$ cat config.mk
export PLATFORM = sky130hd
export DESIGN_NAME = pics_slave
export DESIGN_NICKNAME = d
export VERILOG_FILES = /design/src/pics_pkg.sv /design/src/pics_slave.sv
export SDC_FILE = /design/constraint.sdc
export NUM_CORES = 1
export LEC_CHECK = 0
export BUFFER_PORTS_ARGS = -buffer_cell sky130_fd_sc_hd__buf_2
export CAP_MARGIN = 20
export CELL_PAD_IN_SITES_DETAIL_PLACEMENT = 2
export CELL_PAD_IN_SITES_GLOBAL_PLACEMENT = 2
export CORE_MARGIN = 2
export CORE_UTILIZATION = 39
export CTS_CLUSTER_DIAMETER = 60
export DETAILED_ROUTE_END_ITERATION = 7
export PLACE_DENSITY = 0.93
export SLEW_MARGIN = 40
export SYNTH_ARGS = -nofsm -noshare
export SYNTH_HDL_FRONTEND = slang
export SYNTH_SLANG_ARGS = --single-unit
$ cat constraint.sdc
create_clock -name CLK -period 3 [get_ports CLK]
set_clock_uncertainty 0.05 [all_clocks]
set_input_delay 0.6 -clock CLK [delete_from_list [all_inputs] [get_ports CLK]]
set_output_delay 0.6 -clock CLK [all_outputs]
set_load 0.05 [all_outputs]
$ cat src/pics_pkg.sv
// Shared constants and types of the paged control-port slave.
package pics_pkg;
  localparam logic [6:0] LOC_PAGE = 7'h00;
  localparam logic [6:0] LOC_LAST = 7'h7F;
  localparam logic [6:0] LOC_STEP = 7'h01;
  localparam logic [7:0] PAGE0_VAL = 8'h00;
  localparam logic [7:0] PAGE1_VAL = 8'h01;
  localparam logic [6:0] GCALL_ADDR = 7'h00;
  localparam logic [2:0] BIT_LAST = 3'h7;
  localparam logic [2:0] BIT_STEP = 3'h1;
  localparam logic [2:0] SYNC_IDLE = 3'h7;
  localparam logic PART_A = 1'b0;
  localparam logic PART_B = 1'b1;
  localparam logic DIR_READ = 1'b1;

  typedef enum logic [2:0] {
    S_IDLE,
    S_ADDR,
    S_ACK,
    S_WRITE,
    S_READ,
    S_RACK,
    S_WAIT
  } pics_state_type;
endpackage

$ cat src/pics_slave.sv
// Two-identity paged register slave on a two-wire control bus.
// Overview of operation
// - Two slave addresses, one per partition.
// - Each identity has pages of 128 locations.
// - Location 0 selects the active page.
// - Locations 1 to 127 reach selected page.
// - Pages 0 and 1 only; reset selects 0.
// - Value 01h selects page 1, 00h page 0.
// - Seven-bit addressing only, standard and fast.
// - Strap input adjusts each partition address.
// - Never drive SCL; SDA only pulled low.
// - START and STOP from SDA while SCL high.
// - Eight-bit units, bits sampled on SCL high.
// - Acknowledge each received byte on ninth clock.
// - Unmatched address leaves SDA released.
// - START on an active bus restarts addressing.
// - Acknowledge the general call address 00h.
// - Write bursts store to next higher location.
// - Acknowledged read sends next higher location.
// - Auto-increment never leaves the page.
`timescale 1ns/1ps
`default_nettype none
module pics_slave #(
  // Base addresses are arbitrary; bit 0 is ORed with the strap.
  parameter logic [6:0] ADDR_A_BASE = 7'h20,
  parameter logic [6:0] ADDR_B_BASE = 7'h22
) (
  input wire logic CLK,
  input wire logic ARST_N,
  input wire logic RESET_A_N,
  input wire logic RESET_B_N,
  input wire logic ADDR_A,
  input wire logic ADDR_B,
  input wire logic SCL,
  input wire logic SDA_IN,
  output logic SDA_OUT,
  output logic SDA_OE,
  output logic REG_WR,
  output logic REG_RD,
  output logic REG_PART,
  output logic REG_PAGE,
  output logic [6:0] REG_ADDR,
  output logic [7:0] REG_WDATA,
  input wire logic [7:0] REG_RDATA
);
  // ==========================================================
  // State
  typedef struct packed {
    pics_pkg::pics_state_type st;
    logic [2:0] scl_s, sda_s, ra_s, rb_s, aa_s, ab_s;
    logic scl_f, sda_f, ra_f, rb_f, strap_a, strap_b;
    logic [2:0] cnt;
    logic done;
    logic [7:0] sh;
    logic part, gcall, rw, ptr_load, rd_pend;
    logic [1:0] page;
    logic [1:0][6:0] ptr;
    logic sda_oe, sda_out, reg_wr, reg_rd, reg_part, reg_page;
    logic [6:0] reg_addr;
    logic [7:0] reg_wdata;
  } pics_regs_type;

  pics_regs_type q, next_q;

  // ==========================================================
  // Helpers
  // A change counts once the second and third stages agree.
  function automatic logic flt(input logic [2:0] s, input logic f);
    return (s[1] == s[2]) ? s[2] : f;
  endfunction
  function automatic logic [6:0] inc_sat(input logic [6:0] a);
    return (a == pics_pkg::LOC_LAST) ? a : a + pics_pkg::LOC_STEP;
  endfunction
  function automatic logic [6:0] addr_of(input logic [6:0] base,
                                         input logic strap);
    return base | 7'(strap);
  endfunction

  logic scl_n, sda_n, scl_rise, scl_fall, start, stop, hit_a, hit_b, gc;
  logic [6:0] cur_ptr;

  assign scl_n = flt(q.scl_s, q.scl_f);
  assign sda_n = flt(q.sda_s, q.sda_f);
  assign scl_rise = !q.scl_f && scl_n;
  assign scl_fall = q.scl_f && !scl_n;
  assign start = q.scl_f && scl_n && q.sda_f && !sda_n;
  assign stop = q.scl_f && scl_n && !q.sda_f && sda_n;
  assign hit_a = q.ra_f && q.sh[7:1] == addr_of(ADDR_A_BASE, q.strap_a);
  assign hit_b = q.rb_f && q.sh[7:1] == addr_of(ADDR_B_BASE, q.strap_b);
  assign gc = q.sh[7:1] == pics_pkg::GCALL_ADDR &&
    q.sh[0] != pics_pkg::DIR_READ;
  assign cur_ptr = q.ptr[q.part];

  // ==========================================================
  // Next state
  always_comb begin
    next_q = q;
    next_q.reg_wr = 1'b0;
    next_q.reg_rd = 1'b0;
    next_q.rd_pend = 1'b0;
    next_q.scl_s = {q.scl_s[1:0], SCL};
    next_q.sda_s = {q.sda_s[1:0], SDA_IN};
    next_q.ra_s = {q.ra_s[1:0], RESET_A_N};
    next_q.rb_s = {q.rb_s[1:0], RESET_B_N};
    next_q.aa_s = {q.aa_s[1:0], ADDR_A};
    next_q.ab_s = {q.ab_s[1:0], ADDR_B};
    next_q.scl_f = scl_n;
    next_q.sda_f = sda_n;
    next_q.ra_f = flt(q.ra_s, q.ra_f);
    next_q.rb_f = flt(q.rb_s, q.rb_f);
    if (q.rd_pend) begin
      next_q.sh = (cur_ptr == pics_pkg::LOC_PAGE) ?
        8'(q.page[q.part]) : REG_RDATA;
    end
    if (start) begin
      next_q.st = pics_pkg::S_ADDR;
      next_q.cnt = '0;
      next_q.done = 1'b0;
      next_q.sda_oe = 1'b0;
    end else if (stop) begin
      next_q.st = pics_pkg::S_IDLE;
      next_q.sda_oe = 1'b0;
    end else begin
      unique case (q.st)
        pics_pkg::S_IDLE, pics_pkg::S_WAIT: begin
        end
        pics_pkg::S_ADDR, pics_pkg::S_WRITE: begin
          if (scl_rise) begin
            next_q.sh = {q.sh[6:0], sda_n};
            next_q.cnt = q.cnt + pics_pkg::BIT_STEP;
            next_q.done = q.cnt == pics_pkg::BIT_LAST;
          end else if (scl_fall && q.done) begin
            next_q.done = 1'b0;
            next_q.st = pics_pkg::S_ACK;
            next_q.sda_oe = 1'b1;
            if (q.st == pics_pkg::S_ADDR) begin
              next_q.rw = q.sh[0];
              next_q.gcall = gc;
              next_q.ptr_load = !q.sh[0];
              if (hit_a) begin
                next_q.part = pics_pkg::PART_A;
              end else if (hit_b) begin
                next_q.part = pics_pkg::PART_B;
              end else if (!gc) begin
                next_q.st = pics_pkg::S_WAIT;
                next_q.sda_oe = 1'b0;
              end
              if ((hit_a || hit_b) && q.sh[0]) begin
                next_q.reg_rd = q.ptr[next_q.part] != pics_pkg::LOC_PAGE;
                next_q.reg_addr = q.ptr[next_q.part];
                next_q.reg_part = next_q.part;
                next_q.reg_page = q.page[next_q.part];
                next_q.rd_pend = 1'b1;
              end
            end else if (!q.gcall) begin
              if (q.ptr_load) begin
                next_q.ptr[q.part] = q.sh[6:0];
                next_q.ptr_load = 1'b0;
              end else begin
                if (cur_ptr == pics_pkg::LOC_PAGE) begin
                  // 01h page 1, 00h page 0
                  if (q.sh == pics_pkg::PAGE1_VAL) begin
                    next_q.page[q.part] = 1'b1;
                  end else if (q.sh == pics_pkg::PAGE0_VAL) begin
                    next_q.page[q.part] = 1'b0;
                  end
                end else begin
                  next_q.reg_wr = 1'b1;
                  next_q.reg_addr = cur_ptr;
                  next_q.reg_wdata = q.sh;
                  next_q.reg_part = q.part;
                  next_q.reg_page = q.page[q.part];
                end
                next_q.ptr[q.part] = inc_sat(cur_ptr);
              end
            end
          end
        end
        pics_pkg::S_ACK: begin
          if (scl_fall) begin
            next_q.cnt = '0;
            if (q.rw == pics_pkg::DIR_READ) begin
              next_q.st = pics_pkg::S_READ;
              next_q.sda_oe = !q.sh[7];
            end else begin
              next_q.st = pics_pkg::S_WRITE;
              next_q.sda_oe = 1'b0;
            end
          end
        end
        pics_pkg::S_READ: begin
          if (scl_fall) begin
            if (q.cnt == pics_pkg::BIT_LAST) begin
              next_q.st = pics_pkg::S_RACK;
              next_q.sda_oe = 1'b0;
            end else begin
              next_q.sh = {q.sh[6:0], 1'b0};
              next_q.sda_oe = !q.sh[6];
            end
            next_q.cnt = q.cnt + pics_pkg::BIT_STEP;
          end
        end
        pics_pkg::S_RACK: begin
          if (scl_rise) begin
            next_q.done = !sda_n;
            if (!sda_n) begin
              next_q.ptr[q.part] = inc_sat(cur_ptr);
              next_q.reg_rd = inc_sat(cur_ptr) != pics_pkg::LOC_PAGE;
              next_q.reg_addr = inc_sat(cur_ptr);
              next_q.reg_part = q.part;
              next_q.reg_page = q.page[q.part];
              next_q.rd_pend = 1'b1;
            end
          end else if (scl_fall) begin
            next_q.done = 1'b0;
            next_q.cnt = '0;
            if (q.done) begin
              next_q.st = pics_pkg::S_READ;
              next_q.sda_oe = !q.sh[7];
            end else begin
              next_q.st = pics_pkg::S_WAIT;
            end
          end
        end
      endcase
    end
    if (!q.ra_f) begin
      next_q.page[pics_pkg::PART_A] = 1'b0;
      next_q.ptr[pics_pkg::PART_A] = pics_pkg::LOC_PAGE;
      next_q.strap_a = flt(q.aa_s, q.strap_a);
    end
    if (!q.rb_f) begin
      next_q.page[pics_pkg::PART_B] = 1'b0;
      next_q.ptr[pics_pkg::PART_B] = pics_pkg::LOC_PAGE;
      next_q.strap_b = flt(q.ab_s, q.strap_b);
    end
    next_q.sda_out = 1'b0;
  end

  always_ff @(posedge CLK or negedge ARST_N) begin
    if (!ARST_N) begin
      q <= '0;
      q.scl_s <= pics_pkg::SYNC_IDLE;
      q.sda_s <= pics_pkg::SYNC_IDLE;
      q.scl_f <= 1'b1;
      q.sda_f <= 1'b1;
    end else begin
      q <= next_q;
    end
  end

  assign SDA_OUT = q.sda_out;
  assign SDA_OE = q.sda_oe;
  assign REG_WR = q.reg_wr;
  assign REG_RD = q.reg_rd;
  assign REG_PART = q.reg_part;
  assign REG_PAGE = q.reg_page;
  assign REG_ADDR = q.reg_addr;
  assign REG_WDATA = q.reg_wdata;

  logic adr_end;
  assign adr_end = q.st == pics_pkg::S_ADDR && q.done && scl_fall &&
    !start && !stop;
endmodule
`default_nettype wire

# Word-level counts from Yosys, hierarchy flattened

Index checks and enable logic that the tools add are counted.

Magnitude comparators: 3
Reduce and logical (&&, ||, !) cells: 45
Equality and inequality tests: 75
Bitwise logic cells: 13
Mux-type cells: 120
Add/sub/neg operators: 2

Operators by type and width:

| kind                                 | count |
|---|---|
| 2-to-1 mux 19 bit                    | 4 |
| != test 3 bit, second input constant | 21 |
| 2-to-1 mux 3 bit                     | 19 |
| 2-to-1 mux 7 bit                     | 8 |
| 2-to-1 mux 8 bit                     | 7 |
| 2-to-1 mux 17 bit                    | 3 |
| 2-to-1 mux 1 bit                     | 45 |
| 2-to-1 mux 22 bit                    | 2 |
| 2-to-1 mux 14 bit                    | 3 |
| != test 4 bit, second input constant | 10 |
| != test 2 bit, second input constant | 17 |
| 2-to-1 mux 33 bit                    | 1 |
| 2-to-1 mux 16 bit                    | 2 |
| 2-to-1 mux 10 bit                    | 3 |
| 2-to-1 mux 29 bit                    | 1 |
| bitwise mux 14 bit                   | 2 |
| one-hot mux 14 bit (2 select lines)  | 1 |
| AND reduction 9 bit                  | 3 |
| one-hot mux 3 bit (4 select lines)   | 2 |
| one-hot mux 10 bit (2 select lines)  | 1 |
| AND reduction 10 bit                 | 2 |
| one-hot mux 8 bit (2 select lines)   | 1 |
| AND reduction 8 bit                  | 2 |
| equality test 7 x 6 -> 1 bit         | 2 |
| other kinds (39)                     | 96 |

Register bits: 80
Bits of input ports: 16

# Depth between registers and ports, before layout

Depth after elaboration: 20
Mapped depth: 12
Gate-level depth less buffers: 10

# Worst setup path before layout

No wires, ideal clock.

Path type: register to register
Start: register q[59] in the netlist's numbering
End: register q[35] in the netlist's numbering
Buffers on the path: 0
Arrival: 2.401 ns
Period minus slack after synthesis: 2.575 ns
Data required time: 2.826 ns
Setup slack: 0.425 ns
Setup time: 0.124 ns
Stages on the path, launching flop included: 11
Cells stage by stage: dfstp_2 a21o_1 o21ai_0 inv_1 ha_1 nand3b_1 or4_4 nand2b_4 or3_1 o21ai_1 a21boi_1

RTL lines:

| what                     | line              | source |
|---|---|---|
| start: declaration       | pics_slave.sv:63  | `pics_regs_type q, next_q;` |
| start signal: assignment | pics_slave.sv:248 | `q <= next_q;` |

==> results.tsv <==
stage	metric	value	unit
pwr	p_clk_share	26.0	%
timing	fin_crit_sh	94.2	%
global_route	grt_antenna_before_repair	1	
critical_path	crit_fanout	7	
timing	finalHoldViolations	0	
timing	fin_ws	175	ps
global_route	grt_max_degree	75	
placement	post-place-ws	144	ps
clock_tree	cts-htree-levels	3	
yosys	synthFlopType	dfrtp_1	
run_status	status	finished, final reports clean	
critical_path	r2r-start	q[59]$_DFF_PN1_	
global_route	grt_pass1_wl	25.0	mm
worst_hold_path	hold_class	input port to asynchronous set/reset pin	
critical_path	reg2regPathDepth	10	
pwr	p_sw	1.78	mW
timing	worstMarginPinSlew	695	ps
clock_tree	clk_path_buf_depth	2	
clock_tree	cts-buffers-inserted	9	
cells_and_area	fillCellCount	1195	
yosys	netlist_area	0.00462	mm²
yosys	synthCells	477	
placement	dp_hpwl	11.1	mm
yosys	synth_edf_count	0	
critical_path	r2r_end	q[35]$_DFFE_PN0P_	
cells_and_area	drive_gt1_share	22.2	%
cells_and_area	diodes	0	
yosys	yosysTopAreaCell	dfrtp_1	
flow_run	cap_violations	0	
clock_tree	clk_latency	360	ps
clock_tree	cts_tree	built	
drt	avgRoutedWirePerCell	24.1	µm
yosys	ys_seq_elements	80	
critical_path	start_kind	register	
cells_and_area	instances_no_fill	648	
placement	dp.cells	629	
yosys	synth_area_per_cell	9.68	µm²
global_route	grt_pass1_vias	4514	
cells_and_area	regArea	0.00201	mm²
drt	drt_iter0_markers	290	
timing	hold_slack	204	ps
clock_tree	hold_buffers	0	
timing	rsz0062_at_grt	false	
cells_and_area	layout-area-overhead-vs-synth	12.0	%
cells_and_area	final_common_cell	dfrtp_1	
timing	slew_headroom	53.7	%
critical_path	cp.arrival	3000	ps
yosys	ys_types	73	
clock_tree	path_clk_slew	70	ps
floorplan	start_util	40.3	%
pwr	max-vdd-ir-drop	0.434	mV
drt	dr.pass1.iters	4	
global_route	gr-total-overflow	0	
pwr	total_power	4.13	mW
floorplan	die_width	113	µm
pwr	power_frac_comb	34.7	%
yosys	ys_seq_area_share	43.6	%
timing	min_period	2820	ps
critical_path	cp_slowest_stage_delay	550	ps
yosys	async_reset_ff_share	100	%
global_route	track_usage	25.3	%
yosys	ys_warn_count	0	
critical_path	cp_slowest_cell	or4_4	
yosys	syn-num-nets	500	
drt	vias	4053	
clock_tree	clock-sinks	80	
yosys	synthTopCellsByArea	dfrtp_1 39%, mux2_2 4.9%, dfstp_2 4.6%	
floorplan	core	0.0115	mm²
critical_path	cp-end-kind	register	
pwr	seq_power_share	39.3	%
pwr	p_sw_share	43.2	%
floorplan	fp-row-count	39	
floorplan	die_area	0.0127	mm²
clock_tree	clockRootBuffer	clkbuf_16	
timing	setup_tns	0	ps
cells_and_area	final_cell_mix	72 x dfrtp_1, 42 x nand2_1, 41 x o21ai_0, 34 x buf_2, 25 x a21oi_1	
floorplan	die_h	113	µm
drt	vias_per_cell	6.25	
placement	place_congestion	0.885	
timing	setup_violations	0	
drt	drtAntennaViolNets	0	
pwr	powerDensity	798	mW/mm²
critical_path	r2r_setup_slack	180	ps
drt	wl	15.6	mm
cells_and_area	nets	523	
critical_path	crit_type	register to register	
timing	drv_slew	0	
pwr	p_leak	2.22	nW
drt	drc	0	
floorplan	io_pins	37	
yosys	synth_top_area_share	39.0	%
pwr	p_int	2.35	mW
placement	io_buffer_count	35	
critical_path	crit_required	3170	ps
critical_path	cp_cell_sequence	a21o_1 > o21ai_0 > inv_1 > ha_2 > nand3b_1 > or4_4 > nand2b_4 > or3_1 > o21ai_1 > a21boi_1	
timing	fmax	354	MHz
cells_and_area	multiInputGateArea	0.00236	mm²
[routing by layer]
layer	up-vias	part of all wire, %	track usage (%)
met5	-	0.083	0
met1	2076	41	30.8
li1	1795	-	-
met3	40	3.9	3.70
met2	140	51	44.4
met4	2	3.5	11.4
[worst max-delay path: cells and delay by family (launching register included)]
family	cells	cell delay, ps
AND/OR/NAND/NOR	4	1280
AO/OA/AOI/OAI	4	570
flip-flops	1	390
adder cells (fa/ha/maj)	1	250
buffers and inverters	1	140
[cell families after synthesis]
logic type | after synthesis | synth area share (%)
AO/OA/AOI/OAI | 143 | 20.2
buffers and inverters | 50 | 5.72
adder cells (fa/ha/maj) | 10 | 2.57
XOR/XNOR | 5 | 0.948
multiplexers | 36 | 8.34
other | 1 | 0.0812
flip-flops | 80 | 43.6
AND/OR/NAND/NOR | 152 | 18.6
[layout make-up]
type / instances / area share, %
clock buffers: 9 / 4.35
flip-flops and latches: 80 / 38.9
clock inverters: 7 / 1.21
inverters: 12 / 0.871
multi-input cells: 347 / 45.5
well taps: 143 / 3.46
repair buffers: 50 / 5.68
[power by group through the flow]
stage	sequential, mW	clock, mW	combinational (mW)
2_1_floorplan	1.44	0	1.14
3_3_place_gp	1.60	0	1.29
3_5_place_dp	1.63	0	1.39
4_1_cts	1.61	1.10	1.42
5_1_grt	1.65	1.14	1.56
6_report	1.62	1.07	1.44
[timing repair]
item	CTS	global route
gates resized for setup	0	2
endpoints found under the hold margin	0	0
endpoints found under the setup margin	0	14
buffers inserted	0	3
[cell usage after synthesis (all sizes together) (5+ instances only)]
library cell / instances
nor2b: 13
nor4: 8
a21boi: 5
nor3: 10
mux2: 20
a22o: 5
o31ai: 6
dfrtp: 72
inv: 12
o21ai: 45
nand3b: 7
buf: 24
o21a: 7
o211ai: 5
a21oi: 26
nand2: 43
a31oi: 12
dfstp: 8
nand2b: 6
mux2i: 16
ha: 7
nand3: 20
o2bb2ai: 5
nor2: 17
clkbuf: 14
[through the flow]
step / area [µm²] / utilization [%]
after floorplan: 4620 / -
after global placement: 4850 / 42.3
after detailed placement: 4850 / 42.3
after CTS: 5140 / 44.8
after global routing: 5170 / 45.1
final: 5170 / 45.1
[flip-flops by register name, indices dropped and copies added, names as in the netlist]
name,cells
q,48
REG_WDATA,8
SDA_OE,1
REG_PAGE,1
REG_WR,1
REG_RD,1
next_q,12
REG_ADDR,7
REG_PART,1
[worst max-delay path by stage]
stage | start | to | slack (ps) | cells after the start
global placement | q[59]$_DFF_PN1_ | REG_WDATA[6]$_DFFE_PN0P_ | 380 | 9
floorplan | q[59]$_DFF_PN1_ | q[35]$_DFFE_PN0P_ | 430 | 10
global route | q[59]$_DFF_PN1_ | q[35]$_DFFE_PN0P_ | 80 | 10
CTS | q[59]$_DFF_PN1_ | q[21]$_DFFE_PN0P_ | 90 | 9
finish | q[59]$_DFF_PN1_ | q[35]$_DFFE_PN0P_ | 180 | 10
detailed placement | q[59]$_DFF_PN1_ | REG_WDATA[5]$_DFFE_PN0P_ | 140 | 9
Power figures use the tool's default switching activity.
